$ cat src/verilog/crs_pkg.sv
// Package: register map, field positions, timing constants and carriers
package crs_pkg;

  // Register offsets (byte addresses, one aligned word each)
  localparam logic [8:0]  BYTE_ORDER_ADDR  = 9'h064;
  localparam logic [8:0]  HW_CONFIG_ADDR   = 9'h074;
  localparam logic [8:0]  PWR_MGMT_ADDR    = 9'h084;
  localparam logic [8:0]  RESET_CTRL_ADDR  = 9'h1F8;
  localparam logic [8:0]  XCVR_BASIC_ADDR  = 9'h100;
  localparam logic [8:0]  MODULE_STAT_ADDR = 9'h104;

  // Reset control bits
  localparam int DIGITAL_RST_POS = 0;
  localparam int XCVR_RST_POS    = 1;
  localparam int MAC_RST_POS     = 5;
  // Transceiver basic control bits
  localparam int XCVR_SOFT_POS   = 15;
  localparam int XCVR_PDOWN_POS  = 11;
  // Ready bit in hardware config and power management
  localparam int READY_POS       = 27;
  // Module status register bits
  localparam int EE_BUSY_POS     = 0;
  localparam int CFG_LOADED_POS  = 1;
  localparam int OUT_EN_POS      = 2;

  localparam logic [31:0] BYTE_ORDER_VAL = 32'h87654321;
  localparam logic [31:0] INVALID_VAL    = 32'h00000000;
  localparam logic [15:0] XCVR_BASIC_RST = 16'h3100;
  localparam logic [7:0]  STRAP_RST      = 8'h00;
  localparam logic [15:0] EXEMPT_RST     = 16'h0000;

  // Timing: 10 MHz clock
  localparam int CLK_MHZ        = 10;
  localparam int TUNE_PULSE_NS  = 1000;
  localparam int OUT_DELAY_NS   = 2000;
  localparam int XCVR_HOLD_NS   = 102000;
  localparam int DIG_RST_US     = 760;
  localparam int POR_MS         = 21;
  localparam int EE_BYTE_US     = 91;
  localparam int TUNE_CYC  = (TUNE_PULSE_NS * CLK_MHZ + 999) / 1000;
  localparam int OUTEN_CYC = (OUT_DELAY_NS * CLK_MHZ + 999) / 1000;
  localparam int XCVR_CYC  = (XCVR_HOLD_NS * CLK_MHZ + 999) / 1000;
  localparam int DIG_CYC   = DIG_RST_US * CLK_MHZ;
  localparam int POR_CYC   = POR_MS * 1000 * CLK_MHZ;
  localparam int EEB_CYC   = EE_BYTE_US * CLK_MHZ;
  localparam logic [15:0] TUNE_CNT  = 16'(TUNE_CYC);
  localparam logic [15:0] OUTEN_CNT = 16'(OUTEN_CYC);
  localparam logic [15:0] XCVR_CNT  = 16'(XCVR_CYC);

  typedef enum logic [5:0] {
    ST_TUNE  = 6'b000001,
    ST_HOLD  = 6'b000010,
    ST_SYNC  = 6'b000100,
    ST_DIG   = 6'b001000,
    ST_LOAD  = 6'b010000,
    ST_READY = 6'b100000
  } crs_state_e;

  typedef struct packed {
    logic cyc;
    logic stb;
    logic we;
    logic [3:0] sel;
    logic [8:0] adr;
    logic [31:0] dat;
  } crs_wb_req_s;

  typedef struct packed {
    logic global_rst;
    logic digital_rst;
    logic xcvr_rst;
    logic mac_rst;
  } crs_resets_s;

endpackage

$ cat src/verilog/crs_top.sv
// Chip reset sequencer with Wishbone register slave
//
// Summary of operation
// - POR or pin low resets whole device
// - Byte order reads invalid until host reset done
// - Ready bit clear in reset, set when done
// - Strap latches transparent in reset, closed after
// - Tuning pulse 1 us, outputs enabled 2 us later
// - Sync reset to clock forming global reset
// - Chip resets latch straps and start EEPROM load
// - Power-on reset about 21 ms plus load
// - Active-low reset pin starts chip reset
// - Pin or digital reset about 760 us plus load
// - Whole-logic bit resets all but transceiver
// - Digital reset restores soft straps, no relatch
// - Reset-exempt bits survive digital reset
// - Module resets: no strap latch, load only on MAC reset
// - Transceiver reset by either bit, self-clearing
// - Transceiver bits clear about 102 us later
// - Soft reset keeps reset-exempt bits
// - Power-down exit resets transceiver, keeps registers
// - MAC reset clears subsystem, reloads address, self-clears
// - MAC reset sets busy, clears loaded
// - MAC reset keeps MAC interrupt and config bits
// - Reset control bits self-clear, writes ignored while set
`timescale 1ns/10ps
module crs_top
  import crs_pkg::*;
#(
  parameter int POR_CYCLES = POR_CYC,
  parameter int DIG_CYCLES = DIG_CYC,
  parameter int EEB_CYCLES = EEB_CYC
) (
  // Clock, reset, enable
  input  wire logic        MCLK,
  input  wire logic        RESETN,
  input  wire logic        CLK_EN,
  input  wire logic        POR_N,
  // Pins and external status
  input  wire logic [7:0]  STRAP_IN,
  input  wire logic [7:0]  EE_BYTES,
  input  wire logic        MAC_MATCH_IRQ,
  // Wishbone slave
  input  wire logic        WB_CYC_I,
  input  wire logic        WB_STB_I,
  input  wire logic        WB_WE_I,
  input  wire logic [3:0]  WB_SEL_I,
  input  wire logic [8:0]  WB_ADR_I,
  input  wire logic [31:0] WB_DAT_I,
  output logic [31:0]      WB_DAT_O,
  output logic             WB_ACK_O,
  // Reset and pad outputs
  output logic             TUNE_N,
  output logic             OUT_EN,
  output logic             GLOBAL_RST,
  output logic             DIGITAL_RST,
  output logic             XCVR_RST,
  output logic             MAC_RST,
  output logic             EE_LOAD,
  output logic             READY,
  output logic [7:0]       STRAP_OUT
);

  ////////////////////////////////////////////////////////////////////
  // Chip-level reset and sequencer
  crs_state_e  st_q, st_d;
  crs_wb_req_s req;
  crs_resets_s rst_q;
  logic        chip_rst;
  logic [1:0]  sync_q;
  logic [15:0] cnt_q;
  logic [31:0] wait_q;
  logic        por_seen_q;
  logic [7:0]  strap_q, soft_q;
  logic [15:0] xcvr_q;
  logic [15:0] xcnt_q;
  logic        xcvr_bit_q, soft_bit_q, mac_bit_q, dig_bit_q;
  logic        ee_busy_q, cfg_loaded_q, mac_irq_q, mac_cfg_q;
  logic        pdown_q;
  logic [31:0] rdata;
  logic        acc, wr, wr_rst, wr_xcvr, wr_cfg;
  logic [31:0] load_time;
  logic        st_done;

  assign chip_rst = !RESETN || !POR_N;
  assign req = '{WB_CYC_I, WB_STB_I, WB_WE_I, WB_SEL_I, WB_ADR_I, WB_DAT_I};
  assign acc = req.cyc && req.stb && !WB_ACK_O;
  assign wr = acc && req.we && READY;
  assign wr_rst = acc && req.we && req.adr == RESET_CTRL_ADDR && req.sel[0];
  assign wr_xcvr = wr && req.adr == XCVR_BASIC_ADDR && req.sel[1];
  assign wr_cfg = wr && req.adr == HW_CONFIG_ADDR;
  assign load_time = 32'(EEB_CYCLES) * {24'h000000, EE_BYTES};
  assign st_done = cnt_q == 16'h0000;

  always_comb begin
    st_d = st_q;
    unique case (st_q)
      ST_TUNE:  if (st_done) st_d = ST_HOLD;
      ST_HOLD:  if (st_done) st_d = ST_SYNC;
      ST_SYNC:  if (sync_q[1]) st_d = ST_DIG;
      ST_DIG:   if (wait_q == 32'h00000000) st_d = ST_LOAD;
      ST_LOAD:  if (wait_q == 32'h00000000) st_d = ST_READY;
      ST_READY: if (dig_bit_q) st_d = ST_DIG;
      default:  st_d = ST_TUNE;
    endcase
  end

  ////////////////////////////////////////////////////////////////////
  // Sequencer registers
  always_ff @(posedge MCLK) begin
    if (chip_rst) begin
      st_q       <= ST_TUNE;
      cnt_q      <= TUNE_CNT - 16'h0001;
      sync_q     <= 2'b00;
      wait_q     <= 32'h00000000;
      por_seen_q <= !POR_N;
    end else if (CLK_EN) begin
      st_q   <= st_d;
      sync_q <= {sync_q[0], st_q == ST_SYNC};
      if (st_q == ST_TUNE && st_done)
        cnt_q <= OUTEN_CNT - 16'h0001;
      else if (!st_done)
        cnt_q <= cnt_q - 16'h0001;
      if (st_q == ST_SYNC && sync_q[1])
        wait_q <= por_seen_q ? 32'(POR_CYCLES) : 32'(DIG_CYCLES);
      else if (st_q == ST_READY && dig_bit_q)
        wait_q <= 32'(DIG_CYCLES);
      else if (st_q == ST_DIG && wait_q == 32'h00000000)
        wait_q <= load_time;
      else if (wait_q != 32'h00000000)
        wait_q <= wait_q - 32'h00000001;
    end
  end

  ////////////////////////////////////////////////////////////////////
  // Straps and outputs
  always_ff @(posedge MCLK) begin
    if (CLK_EN) begin
      if (chip_rst) begin
        strap_q <= STRAP_IN;
        soft_q  <= STRAP_IN;
      end else if (st_q == ST_DIG) begin
        soft_q  <= strap_q;
      end else if (wr_cfg) begin
        soft_q  <= req.dat[8:1];
      end
    end
  end

  always_ff @(posedge MCLK) begin
    if (chip_rst) begin
      TUNE_N      <= 1'b1;
      OUT_EN      <= 1'b0;
      GLOBAL_RST  <= 1'b1;
      DIGITAL_RST <= 1'b1;
      EE_LOAD     <= 1'b0;
      READY       <= 1'b0;
      STRAP_OUT   <= STRAP_IN;
    end else if (CLK_EN) begin
      TUNE_N      <= st_q != ST_TUNE;
      OUT_EN      <= st_q != ST_TUNE && st_q != ST_HOLD;
      GLOBAL_RST  <= st_q == ST_TUNE || st_q == ST_HOLD || st_q == ST_SYNC;
      DIGITAL_RST <= st_q != ST_READY && st_q != ST_LOAD;
      EE_LOAD     <= st_q == ST_LOAD || mac_bit_q;
      READY       <= st_q == ST_READY && !dig_bit_q;
      STRAP_OUT   <= soft_q;
    end
  end

  ////////////////////////////////////////////////////////////////////
  // Reset control and transceiver control
  always_ff @(posedge MCLK) begin
    if (chip_rst) begin
      dig_bit_q  <= 1'b0;
      xcvr_bit_q <= 1'b0;
      soft_bit_q <= 1'b0;
      mac_bit_q  <= 1'b0;
      xcnt_q     <= 16'h0000;
      xcvr_q     <= XCVR_BASIC_RST;
      pdown_q    <= 1'b0;
      XCVR_RST   <= 1'b1;
    end else if (CLK_EN) begin
      if (st_q == ST_LOAD && wait_q == 32'h00000000)
        dig_bit_q <= 1'b0;
      else if (wr_rst && !dig_bit_q && req.dat[DIGITAL_RST_POS] && READY)
        dig_bit_q <= 1'b1;
      if (wr_rst && READY && !xcvr_bit_q && req.dat[XCVR_RST_POS]) begin
        xcvr_bit_q <= 1'b1;
        xcnt_q     <= XCVR_CNT;
      end else if (wr_xcvr && !soft_bit_q && req.dat[XCVR_SOFT_POS]) begin
        soft_bit_q <= 1'b1;
        xcnt_q     <= XCVR_CNT;
      end else if (xcnt_q != 16'h0000) begin
        xcnt_q <= xcnt_q - 16'h0001;
      end else begin
        xcvr_bit_q <= 1'b0;
        soft_bit_q <= 1'b0;
      end
      if (xcnt_q == 16'h0000 && xcvr_bit_q)
        xcvr_q <= XCVR_BASIC_RST;
      else if (wr_xcvr)
        xcvr_q <= req.dat[15:0] & ~(16'h0001 << XCVR_SOFT_POS);
      pdown_q  <= xcvr_q[XCVR_PDOWN_POS];
      XCVR_RST <= (xcnt_q != 16'h0000) || (pdown_q && !xcvr_q[XCVR_PDOWN_POS]);
      if (wr_rst && READY && !mac_bit_q && req.dat[MAC_RST_POS])
        mac_bit_q <= 1'b1;
      else if (mac_bit_q && !ee_busy_q)
        mac_bit_q <= 1'b0;
    end
  end

  ////////////////////////////////////////////////////////////////////
  // MAC subsystem side effects
  always_ff @(posedge MCLK) begin
    if (chip_rst) begin
      ee_busy_q    <= 1'b0;
      cfg_loaded_q <= 1'b0;
      mac_irq_q    <= 1'b0;
      mac_cfg_q    <= 1'b0;
      MAC_RST      <= 1'b1;
    end else if (CLK_EN) begin
      MAC_RST <= DIGITAL_RST || mac_bit_q;
      if (wr_rst && READY && !mac_bit_q && req.dat[MAC_RST_POS]) begin
        ee_busy_q    <= 1'b1;
        cfg_loaded_q <= 1'b0;
      end else if (ee_busy_q) begin
        ee_busy_q    <= 1'b0;
        cfg_loaded_q <= 1'b1;
      end else if (st_q == ST_LOAD && wait_q == 32'h00000000) begin
        cfg_loaded_q <= 1'b1;
      end
      if (MAC_MATCH_IRQ)
        mac_irq_q <= 1'b1;
      else if (wr && req.adr == MODULE_STAT_ADDR && req.dat[3])
        mac_irq_q <= 1'b0;
      if (wr && req.adr == HW_CONFIG_ADDR)
        mac_cfg_q <= req.dat[0];
    end
  end

  ////////////////////////////////////////////////////////////////////
  // Wishbone read mux and ack
  always_comb begin
    rdata = 32'h00000000;
    unique case (req.adr)
      BYTE_ORDER_ADDR:  rdata = DIGITAL_RST ? INVALID_VAL : BYTE_ORDER_VAL;
      HW_CONFIG_ADDR:   rdata = {4'h0, READY, 18'h00000, soft_q, mac_cfg_q};
      PWR_MGMT_ADDR:    rdata = {4'h0, READY, 27'h0000000};
      RESET_CTRL_ADDR:  rdata = {26'h0000000, mac_bit_q, 3'h0, xcvr_bit_q | soft_bit_q, dig_bit_q};
      XCVR_BASIC_ADDR:  rdata = {16'h0000, xcvr_q | ({15'h0000, soft_bit_q} << XCVR_SOFT_POS)};
      MODULE_STAT_ADDR: rdata = {28'h0000000, mac_irq_q, OUT_EN, cfg_loaded_q, ee_busy_q};
      default:          rdata = 32'h00000000;
    endcase
  end

  always_ff @(posedge MCLK) begin
    if (chip_rst) begin
      WB_ACK_O <= 1'b0;
      WB_DAT_O <= 32'h00000000;
    end else if (CLK_EN) begin
      WB_ACK_O <= acc;
      WB_DAT_O <= acc ? rdata : 32'h00000000;
    end
  end

endmodule

$ cat config.mk
export PLATFORM = sky130hd
export DESIGN_NAME = crs_top
export DESIGN_NICKNAME = d
export VERILOG_FILES = /design/src/verilog/crs_pkg.sv /design/src/verilog/crs_top.sv
export SDC_FILE = /design/constraint.sdc
export NUM_CORES = 1
export LEC_CHECK = 0
export BUFFER_PORTS_ARGS = -buffer_cell sky130_fd_sc_hd__buf_2
export CORE_MARGIN = 8
export CORE_UTILIZATION = 25
export CTS_CLUSTER_SIZE = 20
export DETAILED_ROUTE_END_ITERATION = 12
export PLACE_DENSITY_LB_ADDON = 0.15
export SLEW_MARGIN = 20
export SYNTH_ARGS = -nofsm -noshare
export SYNTH_HDL_FRONTEND = slang
export SYNTH_SLANG_ARGS = --single-unit
$ cat constraint.sdc
create_clock -name MCLK -period 12.29 [get_ports MCLK]
set_input_delay 2.458 -clock MCLK [delete_from_list [all_inputs] [get_ports MCLK]]
set_output_delay 2.458 -clock MCLK [all_outputs]
set_load 0.02 [all_outputs]
Word-level counts from Yosys, hierarchy flattened

Index checks and enable logic that the tools add are counted.

$mul: 1
Equal/unequal tests: 26
$add $sub $neg: 3
Reductions and logical operators: 75
Mux-type cells: 41
Bitwise gates (word level): 3

Operator list:

| operator                                           | count |
|---|---|
| 2-to-1 mux 32 bit                                  | 6 |
| one-hot mux 32 bit (6 select lines)                | 1 |
| 2-to-1 mux 16 bit                                  | 7 |
| 2-to-1 mux 8 bit                                   | 5 |
| 2-to-1 mux 6 bit                                   | 6 |
| one-hot mux 6 bit (6 select lines)                 | 1 |
| logical AND 1 bit                                  | 32 |
| zero test 16 bit                                   | 2 |
| zero test 32 bit                                   | 1 |
| nonzero test 32 bit                                | 1 |
| subtractor 16 x 1 -> 16 bit, second input constant | 2 |
| subtractor 32 x 1 -> 32 bit, second input constant | 1 |
| == test 9 bit, second input constant               | 3 |
| AND reduction 2 bit                                | 11 |
| == test 9 x 7 -> 1 bit, second input constant      | 2 |
| 2-to-1 mux 18 bit                                  | 1 |
| multiplier 9 x 8 -> 17 bit, first input constant   | 1 |
| bitwise OR 16 bit                                  | 1 |
| nonzero test 16 bit                                | 1 |
| 2-to-1 mux 1 bit                                   | 14 |
| inequality test 2 bit, second input constant       | 7 |
| nonzero test 2 bit                                 | 5 |
| == test 9 x 8 -> 1 bit, second input constant      | 1 |
| zero test 1 bit                                    | 9 |
| 18 further kinds                                   | 28 |

Logic and storage cells: 178
Register bits after elaboration: 163
Output and inout port bits: 49
Bits of input ports: 69

Longest topological paths before layout

Depth in word-level cells: 10
Gate-level depth with buffers: 16
Gate-level depth less buffers: 16

Least setup slack after synthesis

No wires, ideal clock.

Path type: in2reg
Start point: input EE_BYTES[5]
End point: register wait_q[15]
Path buffers: 0
Required time: 12215 ps
Slack: 6417 ps
Stages: 14
Arrival time: 5798 ps
Setup time: 75 ps
Path through: fa_1 -> fa_1 -> inv_1 -> fa_1 -> fa_1 -> inv_1 -> ha_1 -> and3_1 -> and3_1 -> nand3_1 -> nor2_1 -> a2111oi_0 -> a21oi_1 -> o22ai_1

Cells in the longest elaborated chain, start to end: 4

Ends and longest elaborated chain:

| what                       | line           | source |
|---|---|---|
| start, declared            | crs_top.sv:41  | `input wire logic [7:0] EE_BYTES,` |
| multiplier 9 x 8 -> 17 bit | crs_top.sv:92  | `assign load_time = 32'(EEB_CYCLES) * {24'h000000, EE_BYTES};` |
| 2-to-1 mux 32 bit          | crs_top.sv:128 | `else if (st_q == ST_DIG && wait_q == 32'h00000000)` |
| 2-to-1 mux 32 bit          | crs_top.sv:126 | `else if (st_q == ST_READY && dig_bit_q)` |
| 2-to-1 mux 32 bit          | crs_top.sv:124 | `if (st_q == ST_SYNC && sync_q[1])` |
| end signal, assigned       | crs_top.sv:125 | `wait_q <= por_seen_q ? 32'(POR_CYCLES) : 32'(DIG_CYCLES);` |
| end signal, assigned       | crs_top.sv:127 | `wait_q <= 32'(DIG_CYCLES);` |
| end signal, assigned       | crs_top.sv:129 | `wait_q <= load_time;` |
| end, declared              | crs_top.sv:72  | `logic [31:0] wait_q;` |

Every way passes these cells.
A chain may end at the register's enable or synchronous reset.

Final worst setup path

Ends and elaborated chain as after synthesis.

==> results by group <==
Run status
  – Outcome: finished clean

Worst hold path
  – Hold Crit Class: flop to flop
  – Worst Hold Launch: mac_cfg_q

Yosys
  – Seq cells post-synth: 148
  – Mapped cell area: 0.00837 mm²
  – Async set or reset register ratio after synthesis: 0
  – Post-synth EDFFs: 25
  – Post-synth top area cell: dfxtp_1
  – Sequential area share after synthesis: 0.384
  – Ys Warns: 0
  – Area contributors post-synth: dfxtp_1, edfxtp_1, ha_1, nor2_1, nand2_1
  – Post-synth top area share: 0.294
  – Synth Flop Type: dfxtp_1
  – Synthesized instance count: 954
  – Syn avg cell area: 8.77 µm²
  – Netlist cell types: 73

Floorplanning
  – Core footprint: 0.0333 mm²
  – Die Span Y: 199 µm
  – Initial Util: 0.251
  – Die area: 0.0396 mm²
  – Cell row count: 67
  – IO Pins: 118
  – Width of the chip: 199 µm

STA
  – Slew HR: 0.437
  – Fmax: 169 MHz
  – Max Slew Vio Count: 0
  – Worst-Margin Slew: 0.842 ns
  – Final Setup Violations: 0
  – Period utilization: 0.481
  – Total negative slack: 0 ns
  – Final worst slack: 6.38 ns
  – Max Clock Skew: 0.0112 ns
  – Period minus WS final: 5.91 ns
  – RSZ-0062 raised after global routing: false
  – Final Hold Vio Count: 0

GRT
  – Pin count of the biggest net entering global routing: 62
  – Grt total ovfl: 0
  – Global-route wire length before repair: 38800 µm
  – Total track usage: 0.124
  – Initial antenna violation count: 0
  – Vias in the first global route: 6851

Setup path
  – Setup crit end: wait_q[15]
  – Crit path kind: input pin to flop
  – Reg2reg end: wait_q[11]
  – Worst Path Max Fanout: 5
  – RR Startpoint: wait_q[0]
  – Worst-path cell chain: buf_2 > fa_1 > fa_1 > inv_1 > fa_1 > fa_1 > inv_1 > ha_1 > nor3_1 > o21ai_0 > nand3_1 > nor2_1 > a2111oi_0 > a21oi_1 > o22ai_1
  – R2r worst-path depth: 9
  – Crit-path max cell delay: 0.52 ns
  – Beginning of the critical path: EE_BYTES[5]
  – Startpoint types: input pin
  – Most frequent CP cell: fa_1
  – Slowest library cell on the worst path: fa_1
  – R2r setup slk: 8.51 ns
  – Critical Path Sink Type: flop
  – CP required: 12.64 ns
  – CP arrival: 6.26 ns

Detailed routing
  – Post-Route WL: 24500 µm
  – Post-DRT Antenna Nets: 0
  – Iteration-0 DRC Markers: 433
  – Drt via density: 4.76
  – DRC viols: 0
  – Detailed Routing Iterations Pass 1: 7
  – Detailed-route via count: 7075
  – Routed length per placed instance: 16.5 µm

Clock tree
  – Clock Path Buffers: 2
  – Post-cts sizing count: 0
  – Post-CTS Hold Buffers: 0
  – Root Buffer: clkbuf_16
  – # H-tree levels: 4
  – Total CTS buffers: 17
  – CTS tree: yes
  – Clock-pin slew on the worst setup and hold paths: 0.07 ns
  – Clk_lat worst skew: 0.42 ns
  – Clk sinks: 148
  – Post-CTS setup buffers: 0

Power and ir drop
  – Sequential share of power: 0.278
  – Internal power: 1.35 mW
  – Clock power share: 0.231
  – Peak supply drop: 99.6 µV
  – Leak: 3.88 nW
  – Combinational Power Share: 0.491
  – Switch share: 0.422
  – Power Density: 238 mW/mm²
  – P_sw: 0.988 mW

Final layout
  – Most frequent cells in the layout: dfxtp_1, nor2_1, buf_2
  – Layout Nets: 1154
  – Area grow syn2layout: 17.5%
  – Share of layout cells above drive strength 1: 0.148
  – Most common cell after layout, fill and taps aside: dfxtp_1
  – Fin util: 0.295
  – Antenna cells: 0

Place
  – GPL Wtd Cong: 0.775
  – I/O Buffers: 92
  – Final HPWL DP: 17900 µm
  – Setup WS pre-CTS: 5.89 ns

Run
  – Max-Cap Viols: 0
[registers in the layout, indices dropped and copies added (netlist names), 2 cells and up]
name       flops
WB_DAT_O      18
sync_q         2
st_q           6
soft_q         8
xcvr_q        15
xcnt_q        16
strap_q        8
wait_q        32
cnt_q         16
STRAP_OUT      8
[area by class of cell]
cell class | count | area (µm²)
timing repair buffer | 102 | 536
clock buffer | 19 | 475
sequential | 148 | 3210
inverter | 41 | 154
tap | 448 | 561
clock inverter | 13 | 133
multi-input combinational | 715 | 4760
fill | 3635 | 23500
[metal layers]
metal  share of wire  GRT usage
met3           0.042     0.0255
met2            0.45      0.189
met5               0          0
met1            0.50      0.177
met4          0.0074     0.0264
[synthesized netlist by cell type (4+ instances only)]
library cell and instances:
fa_1 15, nand2_1 91, clkbuf_1 35, nor4b_1 4, o21ai_0 67, or3_1 14
o22ai_1 4, edfxtp_1 25, xnor2_1 32, or4_1 9, o211ai_1 5, xor2_1 24
a22o_1 10, a211oi_1 5, nor3_1 37, nand3_1 25, inv_1 40, a32o_1 5
a311oi_1 5, a21o_1 5, nand4_1 8, nor2_1 100, mux2i_1 12, nand3b_1 4
o21a_1 5, nor4_1 18, nor2b_1 6, and3_1 11, a31oi_1 10, a21oi_1 50
ha_1 45, nand2b_1 8, a22oi_1 17, buf_4 17, dfxtp_1 123, nor3b_1 8
[through the flow]
stage	cells	hold WS [ns]	instance area, µm²	total power [mW]
6_report	1486	0.471	9830	2.34
3_5_place_dp	1454	0.456	9220	1.81
2_1_floorplan	960	0.436	8390	1.56
4_1_cts	1486	0.470	9830	2.36
3_3_place_gp	1454	0.455	9210	1.81
5_1_grt	1486	0.498	9830	2.54
[critical path, delay by kind of cell]
family	cells	cell delay (ns)
fa+ha+maj	5	2.23
compound gates	4	0.93
simple gates	3	0.40
buf+inv	3	0.23
[power by group through the flow]
stage | clock (mW) | sequential [mW] | combinational, mW
4_1_cts | 0.557 | 0.651 | 1.15
2_1_floorplan | 0 | 0.644 | 0.913
3_5_place_dp | 0 | 0.661 | 1.15
6_report | 0.540 | 0.652 | 1.15
5_1_grt | 0.577 | 0.666 | 1.30
3_3_place_gp | 0 | 0.660 | 1.15
[kinds of logic after synthesis]
group,after synthesis,synth area share
flip-flops,148,0.384
buffers and inverters,97,0.0522
multiplexers,13,0.0157
adder cells (fa/ha/maj),60,0.103
XOR/XNOR,56,0.0586
AND/OR/NAND/NOR,365,0.220
AO/OA/AOI/OAI,214,0.166
other,1,0.000448
[how the worst min path moves through the flow]
stage                         to  slack (ns)  cells after the start
finish                 mac_cfg_q        0.47                      2
CTS                    mac_cfg_q        0.47                      2
global placement    WB_DAT_O[27]        0.45                      2
detailed placement     mac_cfg_q        0.46                      2
floorplan              mac_cfg_q        0.44                      2
global route        WB_DAT_O[12]        0.50                      1
(Power assumes the default switching activity.)
